File: src/hw/rdc_pkg.sv
package rdc_pkg;
    // Byte offsets of the four control words
    localparam logic [3:0] AMP1_CONTROL_OFS  = 4'h0;
    localparam logic [3:0] AMP2_CONTROL_OFS  = 4'h4;
    localparam logic [3:0] REFDAC_CONTROL_OFS = 4'h8;
    localparam logic [3:0] REFDAC_LEVEL_OFS  = 4'hC;

    // Op amp control field positions
    localparam int AMP_ENABLE_BIT  = 7;
    localparam int AMP_SPEED_BIT   = 6;
    localparam int AMP_UNITY_BIT   = 4;
    localparam int AMP_CHAN_LSB    = 0;

    // Converter control field positions
    localparam int REF_ENABLE_BIT  = 7;
    localparam int REF_OUT1_BIT    = 5;
    localparam int REF_OUT2_BIT    = 4;
    localparam int REF_POS_LSB     = 2;
    localparam int REF_NEG_BIT     = 0;

    // Implemented bits; the rest read as zero
    localparam logic [7:0] AMP_CONTROL_MASK = 8'hD3;
    localparam logic [7:0] REF_CONTROL_MASK = 8'hBD;
    localparam logic [7:0] REG_RESET        = 8'h00;

    // Channel and source codes
    localparam logic [1:0] AMP_CHAN_FVR = 2'h3;
    localparam logic [1:0] AMP_CHAN_REF = 2'h2;
    localparam logic [1:0] REF_POS_VDD  = 2'h0;
    localparam logic [1:0] REF_POS_PIN  = 2'h1;
    localparam logic [1:0] REF_POS_FVR  = 2'h2;

    // Bus responses
    localparam logic [1:0] RESP_OKAY   = 2'h0;
    localparam logic [1:0] RESP_SLVERR = 2'h2;
endpackage : rdc_pkg

File: src/hw/rdc_ref_dac_amp_ctrl.sv
// The address map and the AXI4-Lite interface to the registers are this design's own decisions.
`timescale 1ns/10ps
// Contract
// - Converter enable output follows control bit 7.
// - Eight-bit level register gives 256 codes.
// - Ladder code reaches the analog side only while enabled.
// - Positive source field bits 3-2 picks supply, pin or buffer.
// - Negative source bit 0 picks pin when one, ground when zero.
// - Bits 5 and 4 connect converter voltage to output pins.
// - Selected output pin loses digital driver and input detector.
// - Port read of a converter output pin returns zero.
// - Sleep and wake leave converter registers untouched.
// - Reset clears all converter bits, disabling it and its pins.
// - Converter control bits 6 and 1 read zero, ignore writes.
// - Op amp enabled only while its bit 7 is one.
// - Speed bit 6 one selects high gain-bandwidth; software sets it.
// - Unity gain bit ties output to inverting input, frees pin.
// - Channel bits 1-0 pick buffer, converter or input pin.
// - Op amp bits 5, 3, 2 read zero; all reset to zero.
// - Enabled op amp forces its output pin driver to hi-z.
// - Reset returns op amp registers to zero, disabling them.
module rdc_ref_dac_amp_ctrl #(
    parameter int ADDR_W = 4
) (
    input  wire logic              clk,
    input  wire logic              rst_b,
    input  wire logic [ADDR_W-1:0] s_axi_awaddr,
    input  wire logic              s_axi_awvalid,
    output logic                   s_axi_awready,
    input  wire logic [31:0]       s_axi_wdata,
    input  wire logic [3:0]        s_axi_wstrb,
    input  wire logic              s_axi_wvalid,
    output logic                   s_axi_wready,
    output logic [1:0]             s_axi_bresp,
    output logic                   s_axi_bvalid,
    input  wire logic              s_axi_bready,
    input  wire logic [ADDR_W-1:0] s_axi_araddr,
    input  wire logic              s_axi_arvalid,
    output logic                   s_axi_arready,
    output logic [31:0]            s_axi_rdata,
    output logic [1:0]             s_axi_rresp,
    output logic                   s_axi_rvalid,
    input  wire logic              s_axi_rready,
    input  wire logic [1:0]        ref_pin_in,
    output logic [1:0]             ref_pin_read,
    output logic [1:0]             ref_pin_connect,
    output logic [1:0]             ref_pin_drv_off,
    output logic [1:0]             ref_pin_det_off,
    output logic                   ref_conv_enable,
    output logic [2:0]             ref_pos_sel,
    output logic                   ref_neg_sel_pin,
    output logic                   ref_neg_sel_gnd,
    output logic [7:0]             ref_ladder_code,
    output logic [1:0]             amp_enable,
    output logic [1:0]             amp_high_gbw,
    output logic [1:0]             amp_unity_gain,
    output logic [1:0]             amp_inv_pin_connect,
    output logic [1:0]             amp_out_driver_hiz,
    output logic [1:0]             amp_sel_fvr,
    output logic [1:0]             amp_sel_ref,
    output logic [1:0]             amp_sel_pin
);

    // One-hot channel decode {fvr, ref, pin}, gated by enable
    function automatic logic [2:0] amp_chan_onehot(
        input logic [1:0] chan,
        input logic       en
    );
        logic [2:0] sel;
        sel = 3'h0;
        if (en)
        begin
            if (chan == rdc_pkg::AMP_CHAN_FVR)
                sel = 3'h4;
            else if (chan == rdc_pkg::AMP_CHAN_REF)
                sel = 3'h2;
            else
                sel = 3'h1;
        end
        return sel;
    endfunction : amp_chan_onehot

    // One-hot source decode {fvr, pin, vdd}; code 3 selects nothing
    function automatic logic [2:0] ref_pos_onehot(
        input logic [1:0] pos,
        input logic       en
    );
        logic [2:0] sel;
        sel = 3'h0;
        if (en)
        begin
            case (pos)
                rdc_pkg::REF_POS_VDD: sel = 3'h1;
                rdc_pkg::REF_POS_PIN: sel = 3'h2;
                rdc_pkg::REF_POS_FVR: sel = 3'h4;
                default:              sel = 3'h0;
            endcase
        end
        return sel;
    endfunction : ref_pos_onehot

    logic [7:0]        amp_ctrl_reg [2];
    logic [7:0]        amp_ctrl_next [2];
    logic [7:0]        ref_ctrl_reg;
    logic [7:0]        ref_ctrl_next;
    logic [7:0]        ref_level_reg;
    logic [7:0]        ref_level_next;
    logic              aw_full_reg;
    logic              aw_full_next;
    logic              w_full_reg;
    logic              w_full_next;
    logic [ADDR_W-1:0] waddr_reg;
    logic [ADDR_W-1:0] waddr_next;
    logic [7:0]        wbyte_reg;
    logic [7:0]        wbyte_next;
    logic              wlane_reg;
    logic              wlane_next;
    logic              awready_reg;
    logic              awready_next;
    logic              wready_reg;
    logic              wready_next;
    logic              bvalid_reg;
    logic              bvalid_next;
    logic [1:0]        bresp_reg;
    logic [1:0]        bresp_next;
    logic              arready_reg;
    logic              arready_next;
    logic              rvalid_reg;
    logic              rvalid_next;
    logic [31:0]       rdata_reg;
    logic [31:0]       rdata_next;
    logic [1:0]        rresp_reg;
    logic [1:0]        rresp_next;
    logic              do_write;

    // Bus slave and register file; write waits for both halves
    always_comb
    begin
        amp_ctrl_next  = amp_ctrl_reg;
        ref_ctrl_next  = ref_ctrl_reg;   // Sleep never touches these
        ref_level_next = ref_level_reg;
        aw_full_next   = aw_full_reg;
        w_full_next    = w_full_reg;
        waddr_next     = waddr_reg;
        wbyte_next     = wbyte_reg;
        wlane_next     = wlane_reg;
        bvalid_next    = bvalid_reg;
        bresp_next     = bresp_reg;
        rvalid_next    = rvalid_reg;
        rdata_next     = rdata_reg;
        rresp_next     = rresp_reg;
        do_write       = aw_full_reg && w_full_reg && !bvalid_reg;
        if (s_axi_awvalid && awready_reg)
        begin
            aw_full_next = 1'b1;
            waddr_next   = s_axi_awaddr;
        end
        if (s_axi_wvalid && wready_reg)
        begin
            w_full_next = 1'b1;
            wbyte_next  = s_axi_wdata[7:0];
            wlane_next  = s_axi_wstrb[0];
        end
        if (s_axi_bvalid && s_axi_bready)
            bvalid_next = 1'b0;
        if (do_write)
        begin
            aw_full_next = 1'b0;
            w_full_next  = 1'b0;
            bvalid_next  = 1'b1;
            bresp_next   = rdc_pkg::RESP_OKAY;
            // Only byte lane 0 carries the eight-bit fields
            case (waddr_reg)
                rdc_pkg::AMP1_CONTROL_OFS:
                    if (wlane_reg)
                        amp_ctrl_next[0] = wbyte_reg &
                            rdc_pkg::AMP_CONTROL_MASK;
                rdc_pkg::AMP2_CONTROL_OFS:
                    if (wlane_reg)
                        amp_ctrl_next[1] = wbyte_reg &
                            rdc_pkg::AMP_CONTROL_MASK;
                rdc_pkg::REFDAC_CONTROL_OFS:
                    if (wlane_reg)
                        ref_ctrl_next = wbyte_reg &
                            rdc_pkg::REF_CONTROL_MASK;
                rdc_pkg::REFDAC_LEVEL_OFS:
                    if (wlane_reg)
                        ref_level_next = wbyte_reg;
                default:
                    bresp_next = rdc_pkg::RESP_SLVERR;
            endcase
        end
        if (s_axi_rvalid && s_axi_rready)
            rvalid_next = 1'b0;
        if (s_axi_arvalid && arready_reg)
        begin
            rvalid_next = 1'b1;
            rresp_next  = rdc_pkg::RESP_OKAY;
            rdata_next  = 32'h0000_0000;
            case (s_axi_araddr)
                rdc_pkg::AMP1_CONTROL_OFS:
                    rdata_next[7:0] = amp_ctrl_reg[0];
                rdc_pkg::AMP2_CONTROL_OFS:
                    rdata_next[7:0] = amp_ctrl_reg[1];
                rdc_pkg::REFDAC_CONTROL_OFS:
                    rdata_next[7:0] = ref_ctrl_reg;
                rdc_pkg::REFDAC_LEVEL_OFS:
                    rdata_next[7:0] = ref_level_reg;
                default:
                    rresp_next = rdc_pkg::RESP_SLVERR;
            endcase
        end
        // Ready only while the holding slot is free
        awready_next = !aw_full_next;
        wready_next  = !w_full_next;
        arready_next = !rvalid_next;
    end

    // Synchronous reset clears every field
    always_ff @(posedge clk)
    begin
        if (!rst_b)
        begin
            amp_ctrl_reg[0] <= rdc_pkg::REG_RESET;
            amp_ctrl_reg[1] <= rdc_pkg::REG_RESET;
            ref_ctrl_reg    <= rdc_pkg::REG_RESET;
            ref_level_reg   <= rdc_pkg::REG_RESET;
            aw_full_reg     <= 1'b0;
            w_full_reg      <= 1'b0;
            waddr_reg       <= '0;
            wbyte_reg       <= 8'h00;
            wlane_reg       <= 1'b0;
            awready_reg     <= 1'b0;
            wready_reg      <= 1'b0;
            bvalid_reg      <= 1'b0;
            bresp_reg       <= rdc_pkg::RESP_OKAY;
            arready_reg     <= 1'b0;
            rvalid_reg      <= 1'b0;
            rdata_reg       <= 32'h0000_0000;
            rresp_reg       <= rdc_pkg::RESP_OKAY;
        end
        else
        begin
            amp_ctrl_reg <= amp_ctrl_next;
            ref_ctrl_reg  <= ref_ctrl_next;
            ref_level_reg <= ref_level_next;
            aw_full_reg   <= aw_full_next;
            w_full_reg    <= w_full_next;
            waddr_reg     <= waddr_next;
            wbyte_reg     <= wbyte_next;
            wlane_reg     <= wlane_next;
            awready_reg   <= awready_next;
            wready_reg    <= wready_next;
            bvalid_reg    <= bvalid_next;
            bresp_reg     <= bresp_next;
            arready_reg   <= arready_next;
            rvalid_reg    <= rvalid_next;
            rdata_reg     <= rdata_next;
            rresp_reg     <= rresp_next;
        end
    end

    assign s_axi_awready = awready_reg;
    assign s_axi_wready  = wready_reg;
    assign s_axi_bvalid  = bvalid_reg;
    assign s_axi_bresp   = bresp_reg;
    assign s_axi_arready = arready_reg;
    assign s_axi_rvalid  = rvalid_reg;
    assign s_axi_rdata   = rdata_reg;
    assign s_axi_rresp   = rresp_reg;

    logic [1:0] pin_s1_reg;
    logic [1:0] pin_s2_reg;
    logic [1:0] pin_s3_reg;
    logic [1:0] pin_filt_reg;
    logic [1:0] pin_filt_next;

    // Pin level counts only once stages two and three agree
    always_comb
    begin
        pin_filt_next = pin_filt_reg;
        for (int k = 0; k < 2; k++)
            if (pin_s2_reg[k] == pin_s3_reg[k])
                pin_filt_next[k] = pin_s3_reg[k];
    end

    // Three-stage synchroniser; first stage feeds only the second
    always_ff @(posedge clk)
    begin
        if (!rst_b)
        begin
            pin_s1_reg   <= 2'h0;
            pin_s2_reg   <= 2'h0;
            pin_s3_reg   <= 2'h0;
            pin_filt_reg <= 2'h0;
        end
        else
        begin
            pin_s1_reg   <= ref_pin_in;
            pin_s2_reg   <= pin_s1_reg;
            pin_s3_reg   <= pin_s2_reg;
            pin_filt_reg <= pin_filt_next;
        end
    end

    logic       conv_en;
    logic [1:0] pin_sel;
    logic [1:0] pin_read_next;
    logic [2:0] pos_sel_next;
    logic [7:0] ladder_next;

    // Converter side decode, registered so outputs come from flops
    always_comb
    begin
        conv_en       = ref_ctrl_reg[rdc_pkg::REF_ENABLE_BIT];
        pin_sel[0]    = ref_ctrl_reg[rdc_pkg::REF_OUT1_BIT];
        pin_sel[1]    = ref_ctrl_reg[rdc_pkg::REF_OUT2_BIT];
        pos_sel_next  = ref_pos_onehot(
            ref_ctrl_reg[rdc_pkg::REF_POS_LSB +: 2], conv_en);
        ladder_next   = conv_en ? ref_level_reg : 8'h00;
        pin_read_next = pin_filt_reg & ~pin_sel;
    end

    always_ff @(posedge clk)
    begin
        if (!rst_b)
        begin
            ref_conv_enable <= 1'b0;
            ref_pos_sel     <= 3'h0;
            ref_neg_sel_pin <= 1'b0;
            ref_neg_sel_gnd <= 1'b0;
            ref_ladder_code <= 8'h00;
            ref_pin_connect <= 2'h0;
            ref_pin_drv_off <= 2'h0;
            ref_pin_det_off <= 2'h0;
            ref_pin_read    <= 2'h0;
        end
        else
        begin
            ref_conv_enable <= conv_en;
            ref_pos_sel     <= pos_sel_next;
            ref_neg_sel_pin <= conv_en &&
                ref_ctrl_reg[rdc_pkg::REF_NEG_BIT];
            ref_neg_sel_gnd <= conv_en &&
                !ref_ctrl_reg[rdc_pkg::REF_NEG_BIT];
            ref_ladder_code <= ladder_next;
            ref_pin_connect <= pin_sel;
            ref_pin_drv_off <= pin_sel;
            ref_pin_det_off <= pin_sel;
            ref_pin_read    <= pin_read_next;
        end
    end

    // Op amp decode, one copy per amplifier
    genvar i;
    generate
        for (i = 0; i < 2; i++)
        begin : g_amp
            logic       en;
            logic [2:0] sel;
            assign en  = amp_ctrl_reg[i][rdc_pkg::AMP_ENABLE_BIT];
            assign sel = amp_chan_onehot(
                amp_ctrl_reg[i][rdc_pkg::AMP_CHAN_LSB +: 2], en);
            always_ff @(posedge clk)
            begin
                if (!rst_b)
                begin
                    amp_enable[i]          <= 1'b0;
                    amp_high_gbw[i]        <= 1'b0;
                    amp_unity_gain[i]      <= 1'b0;
                    amp_inv_pin_connect[i] <= 1'b0;
                    amp_out_driver_hiz[i]  <= 1'b0;
                    amp_sel_fvr[i]         <= 1'b0;
                    amp_sel_ref[i]         <= 1'b0;
                    amp_sel_pin[i]         <= 1'b0;
                end
                else
                begin
                    amp_enable[i]   <= en;
                    amp_high_gbw[i] <= en &&
                        amp_ctrl_reg[i][rdc_pkg::AMP_SPEED_BIT];
                    amp_unity_gain[i] <= en &&
                        amp_ctrl_reg[i][rdc_pkg::AMP_UNITY_BIT];
                    amp_inv_pin_connect[i] <= en &&
                        !amp_ctrl_reg[i][rdc_pkg::AMP_UNITY_BIT];
                    amp_out_driver_hiz[i] <= en;
                    amp_sel_fvr[i] <= sel[2];
                    amp_sel_ref[i] <= sel[1];
                    amp_sel_pin[i] <= sel[0];
                end
            end

            property p_amp_hiz;
                @(posedge clk) disable iff (!rst_b)
                amp_out_driver_hiz[i] ==
                    $past(amp_ctrl_reg[i][rdc_pkg::AMP_ENABLE_BIT]);
            endproperty
            a_amp_hiz: assert property (p_amp_hiz)
                else $error("driver not hi-z with amp enabled");

            property p_amp_sel;
                @(posedge clk) disable iff (!rst_b)
                $onehot0({amp_sel_fvr[i], amp_sel_ref[i], amp_sel_pin[i]})
                && (amp_sel_pin[i] || amp_sel_ref[i] || amp_sel_fvr[i]
                    || !amp_enable[i]);
            endproperty
            a_amp_sel: assert property (p_amp_sel)
                else $error("amp channel select not one-hot");

            property p_amp_unity;
                @(posedge clk) disable iff (!rst_b)
                amp_enable[i] |->
                    (amp_unity_gain[i] != amp_inv_pin_connect[i]);
            endproperty
            a_amp_unity: assert property (p_amp_unity)
                else $error("inverting input path wrong");

            property p_amp_fields;
                @(posedge clk) disable iff (!rst_b)
                (amp_ctrl_reg[i] & ~rdc_pkg::AMP_CONTROL_MASK) == 8'h00;
            endproperty
            a_amp_fields: assert property (p_amp_fields)
                else $error("unimplemented amp bit set");
        end
    endgenerate

    property p_ref_enable;
        @(posedge clk) disable iff (!rst_b)
        ##1 ref_conv_enable == $past(ref_ctrl_reg[rdc_pkg::REF_ENABLE_BIT]);
    endproperty
    a_ref_enable: assert property (p_ref_enable)
        else $error("converter enable mismatch");

    property p_ladder;
        @(posedge clk) disable iff (!rst_b)
        !ref_conv_enable |-> ref_ladder_code == 8'h00;
    endproperty
    a_ladder: assert property (p_ladder)
        else $error("ladder code live while disabled");

    property p_pos_sel;
        @(posedge clk) disable iff (!rst_b)
        $onehot0(ref_pos_sel) && (ref_pos_sel == 3'h0 || ref_conv_enable);
    endproperty
    a_pos_sel: assert property (p_pos_sel)
        else $error("positive source select bad");

    property p_neg_sel;
        @(posedge clk) disable iff (!rst_b)
        ref_conv_enable |-> (ref_neg_sel_pin ^ ref_neg_sel_gnd);
    endproperty
    a_neg_sel: assert property (p_neg_sel)
        else $error("negative source select bad");

    property p_pin_read;
        @(posedge clk) disable iff (!rst_b)
        ref_pin_connect != 2'h0 |->
            (ref_pin_read & ref_pin_connect) == 2'h0;
    endproperty
    a_pin_read: assert property (p_pin_read)
        else $error("converter pin read not zero");

    property p_ref_fields;
        @(posedge clk) disable iff (!rst_b)
        (ref_ctrl_reg & ~rdc_pkg::REF_CONTROL_MASK) == 8'h00;
    endproperty
    a_ref_fields: assert property (p_ref_fields)
        else $error("unimplemented converter bit set");

    property p_bresp_hold;
        @(posedge clk) disable iff (!rst_b)
        s_axi_bvalid && !s_axi_bready |=>
            s_axi_bvalid && $stable(s_axi_bresp);
    endproperty
    a_bresp_hold: assert property (p_bresp_hold)
        else $error("write response dropped");

endmodule : rdc_ref_dac_amp_ctrl

File: config.mk
export PLATFORM = sky130hd
export DESIGN_NAME = rdc_ref_dac_amp_ctrl
export DESIGN_NICKNAME = d
export VERILOG_FILES = /design/src/hw/rdc_pkg.sv /design/src/hw/rdc_ref_dac_amp_ctrl.sv
export SDC_FILE = /design/constraint.sdc
export NUM_CORES = 1
export LEC_CHECK = 0
export BUFFER_PORTS_ARGS = -buffer_cell sky130_fd_sc_hd__buf_4
export CAP_MARGIN = 20
export CELL_PAD_IN_SITES_DETAIL_PLACEMENT = 1
export CELL_PAD_IN_SITES_GLOBAL_PLACEMENT = 1
export CORE_ASPECT_RATIO = 1.1
export CORE_MARGIN = 4
export CORE_UTILIZATION = 38
export DETAILED_ROUTE_END_ITERATION = 8
export PLACE_DENSITY = 0.81
export RECOVER_POWER = 100
export SYNTH_ARGS = -nofsm -noshare
export SYNTH_HDL_FRONTEND = slang
export SYNTH_SLANG_ARGS = --single-unit
File: constraint.sdc
create_clock -name clk -period 3.4 [get_ports clk]
set_input_delay 0.34 -clock clk [delete_from_list [all_inputs] [get_ports clk]]
set_output_delay 0.34 -clock clk [all_outputs]
set_load 0.05 [all_outputs]
== Word-level counts from Yosys, hierarchy flattened ==
Cells that the tools add are included.

* Logic and storage cells: 115
* Bits in registers: 96
* Memories kept: 0
* Bits in latches: 0
* Bits in writable memories: 0
* ROM bits: 0

* Bitwise gates (word level): 5
* Multiply operators: 0
* Div/mod/pow operators: 0
* $add $sub $neg: 0
* $lt $le $gt $ge: 0
* Reduce and logical (&&, ||, !) cells: 37
* Shift operators: 0
* Eq/ne operators: 14
* Mux-type cells: 16

{| class="wikitable"
|+ Operator list
! kind !! count
|-
| $pmux W8 S4 || 1
|-
| $eq A4 B4 Y1 const B || 4
|-
| $logic_and A1 B1 Y1 || 15
|-
| $reduce_and A3 Y1 || 4
|-
| $eq A2 B2 Y1 const B || 5
|-
| $pmux W3 S3 || 1
|-
| $eq A4 B3 Y1 const B || 2
|-
| $logic_not A4 Y1 || 2
|-
| $mux W1 || 8
|-
| $mux W2 || 4
|-
| $reduce_or A4 Y1 || 2
|-
| $logic_not A1 Y1 || 7
|-
| $mux W3 || 2
|-
| $reduce_and A2 Y1 || 3
|-
| $reduce_or A3 Y1 || 2
|-
| $not A1 Y1 || 3
|-
| $and A2 B2 Y2 || 1
|-
| $eq A1 B1 Y1 || 2
|-
| $eq A2 B1 Y1 const B || 1
|-
| $logic_not A2 Y1 || 1
|-
| $not A2 Y2 || 1
|-
| $reduce_bool A2 Y1 || 1
|}

== Longest topological paths before layout ==
* Depth in word-level cells: 4
* Depth in mapped cells: 5
* Gate-level depth less buffers: 4

== Least setup slack after synthesis ==
No wires, ideal clock.

* Kind: flip-flop to flip-flop
* Start: register arready_reg (netlist: s_axi_arready)
* End: register rdata_reg[0] (netlist: s_axi_rdata[0])
* Period minus slack after synthesis: 1.645 ns
* Slack: 1.755 ns
* Cell stages (with the launch flop): 4
* Library setup time: 0.061 ns
* Data required time: 3.339 ns
* Path buffers: 0
* Data arrival time: 1.584 ns
* Cell sequence: dfxtp_1 nand2_1 nor4_1 a22o_1

* Cells in the longest elaborated chain, start to end: 1

{| class="wikitable"
|+ Ends and longest elaborated chain
! item !! line !! text
|-
| from (decl) || rdc_ref_dac_amp_ctrl.sv:126 || <nowiki>logic arready_reg;</nowiki>
|-
| from (signal assigned) || rdc_ref_dac_amp_ctrl.sv:256 || <nowiki>arready_reg <= arready_next;</nowiki>
|-
| $logic_and A1 B1 Y1 || rdc_ref_dac_amp_ctrl.sv:195 || <nowiki>if (s_axi_arvalid && arready_reg)</nowiki>
|-
| to (signal assigned) || rdc_ref_dac_amp_ctrl.sv:258 || <nowiki>rdata_reg <= rdata_next;</nowiki>
|-
| to (decl) || rdc_ref_dac_amp_ctrl.sv:130 || <nowiki>logic [31:0] rdata_reg;</nowiki>
|}

Every way passes these cells.
A chain may end at the register's enable or synchronous reset.

==> flow_summary.json <==
{
  "outcome": "completed",
  "final.setup.tns_ns": 0,
  "syn_area_um2": 3500,
  "switchingPower_mw": 0.564,
  "cts_tree": "yes",
  "fill_cells": 1080,
  "final-setup-viol-count": 0,
  "fmax_mhz": 505,
  "hp-start": "ref_pin_in[0]",
  "p_seq_share_pct": 56.6,
  "multi_input_area_um2": 1370,
  "worstMarginPinSlew_ns": 1.21,
  "fin_crit_ns": 1.98,
  "critPathLaunchType": "primary input",
  "fin_area_um2": 4000,
  "gp_congestion": 0.740,
  "slew_violations": 0,
  "async_reset_ff_share_pct": 0,
  "yosys-top-cells-area": "dfxtp_1 54%, buf_4 6.9%, a21oi_1 6.3%",
  "grt_max_degree": 47,
  "die_h_um": 109,
  "hold_path_class": "primary input to flop",
  "grt_antenna_before_repair": 0,
  "clk_pin_slew_ns": 0.09,
  "drv_cap": 0,
  "skew_ns": 0.00803,
  "critPathMaxFanout": 46,
  "drc": 0,
  "core_um2": 8920,
  "switching_share_pct": 28.0,
  "synth_fa_ha_area_share_pct": 0,
  "p_leak_nw": 1.54,
  "cp_cell_sequence": "clkbuf_1 > inv_1 > buf_4 > a21oi_1 > a22o_1",
  "via_per_inst": 4.96,
  "ys_ff_latch": 94,
  "ir_drop_v": 0.000165,
  "yosys.area_share.simple_pct": 19.5,
  "drt-initial-drc-count": 140,
  "cts_hold_buf": 0,
  "io_buffers": 78,
  "startpoint": "rst_b",
  "vias": 2770,
  "slew_headroom_pct": 19.1,
  "hpwl_um": 6200,
  "finalCritPeriodShare_pct": 58.2,
  "dp_slack_ns": 1.58,
  "grt-ovfl-total": 0,
  "cts_resized": 0,
  "comb_power_share_pct": 9.1,
  "synth_commonest_cells": "94 x dfxtp_1, 44 x a21oi_1, 38 x nand2_1",
  "cpLargestDelayFamily": "buffers and inverters",
  "start_util_pct": 39.3,
  "critPathKind": "primary input to flop",
  "synth_top_family_by_area": "simple AND/OR/NAND/NOR gates",
  "synth_xor_xnor_area_share_pct": 0,
  "r2r_setup_slack_ns": 1.60,
  "p_per_area_nw_per_um2": 503,
  "ys_seq_area_share_pct": 53.8,
  "drive_above_1_share_pct": 9.89,
  "routed_wl_um": 8550,
  "cts_root_buf": "clkbuf_8",
  "ys_types": 40,
  "crit_path_top_delay_cell": "clkbuf_1",
  "die_w_um": 99.5,
  "synth_compound_area_share_pct": 12.9,
  "worst_slack_ns": 1.42,
  "rsz0062_at_grt": "false",
  "grt_pass1_vias": 2777,
  "ioPinCount": 132,
  "post_cts_buffers": 0,
  "critPathBufInv": 3,
  "syn_to_final_growth_pct": 14.1,
  "synth_area_per_cell_um2": 9.36,
  "synthCells": 374,
  "cts_made_buffers": 9,
  "arrival_ns": 2.29,
  "dr.pass1.iters": 4,
  "critPathCaptureType": "flop",
  "r2r-start": "waddr_reg[0]",
  "hold_violations": 0,
  "htreeDepth": 3,
  "wl_per_cell_um": 15.3,
  "ff_latch_area_um2": 1880,
  "n_antenna_cell": 0,
  "muxShareOfSynthArea_pct": 3.72,
  "synth_edf_count": 0,
  "ant_nets": 0,
  "die_area_um2": 10800,
  "worstPathRequired_ns": 3.71,
  "grt_usage_pct": 16.2,
  "rows": 36,
  "synth.most_common_cell": "dfxtp_1",
  "largest_reg_flops": 10,
  "clock_latency_ns": 0.37,
  "grt_pass1_wl_um": 13800,
  "yosysTopAreaCell": "dfxtp_1",
  "synth.top_cell.area_share_pct": 53.8,
  "p_clk_share_pct": 34.4,
  "synthFlopType": "dfxtp_1",
  "clock_sinks": 94,
  "cts_buffer_depth": 2,
  "internal_power_mw": 1.45,
  "crit_path_max_incr_delay_ns": 0.87,
  "post_dp_cell_area_um2": 4020,
  "ys_warn_count": 0,
  "nNetsFinal": 493
}
-- worst register-to-register path, stage by stage, from the launching register on --
cell,delay [ns]
dfxtp_1,0.36
or4b_1,0.91
o21ai_0,0.31
o31ai_1,0.10
-- cell usage in the layout (no fill, tap or decap), types with 2 or more instances in the layout --
cell type,n
a21oi_1,44
a22o_1,5
and2_0,6
and2_1,5
and3_1,16
and4b_1,2
buf_4,26
clkbuf_1,54
clkbuf_8,10
clkinvlp_4,3
conb_1,26
dfxtp_1,94
inv_1,5
mux2i_1,13
nand2_1,38
nand2b_1,2
nand3_1,25
nand4b_1,2
nor2_1,10
nor3_1,4
nor3b_1,3
o21ai_0,25
o22ai_1,4
o31ai_1,2
or3_1,4
-- final cells by class --
cell class | count | area share, %
clock buffers | 10 | 3.45
clock inverters | 6 | 1.13
inverters | 5 | 0.470
multi-input cells | 250 | 34.3
flip-flops and latches | 94 | 47.1
well taps | 114 | 3.57
repair buffers | 80 | 9.96
-- path summary, 6_finish.rpt --
path / endpoint / cells past startpoint
worst max-delay path: s_axi_rdata[7] / 5
worst min-delay path: pin_s1_reg[0] / 2
worst max register to register: amp_ctrl_reg[7] / 3
worst min register to register: pin_s2_reg[1] / 1
-- power by group through the flow --
stage          sequential (mW)  combinational [mW]  clock (mW)
6_report                  1.14               0.183       0.691
3_3_place_gp              1.16               0.184           0
2_1_floorplan             1.17               0.150           0
3_5_place_dp              1.16               0.187           0
5_1_grt                   1.14               0.197       0.759
4_1_cts                   1.14               0.188       0.709
-- layer usage --
metal | vias to the layer above | GRT usage [%] | part of all wire (%)
li1 | 1370 | - | -
met1 | 1308 | 20.8 | 46
met2 | 81 | 26.2 | 47
met3 | 11 | 2.62 | 5.0
met4 | 0 | 8.39 | 2.0
met5 | - | 0 | 0
-- kinds of logic after synthesis --
family          Yosys count
buf+inv                  55
simple gates            128
flops                    94
other cells               1
compound gates           83
mux                      13
-- stage by stage --
stage	total power, mW	util [%]	cells	hold WS [ns]
3_3_place_gp	1.35	45.0	543	0.416
5_1_grt	2.10	44.8	559	0.158
3_5_place_dp	1.35	45.0	543	0.420
2_1_floorplan	1.32	-	399	0.412
6_report	2.01	44.8	559	0.178
4_1_cts	2.03	47.1	559	0.163
Note: power is estimated with default switching activity, not from simulation.
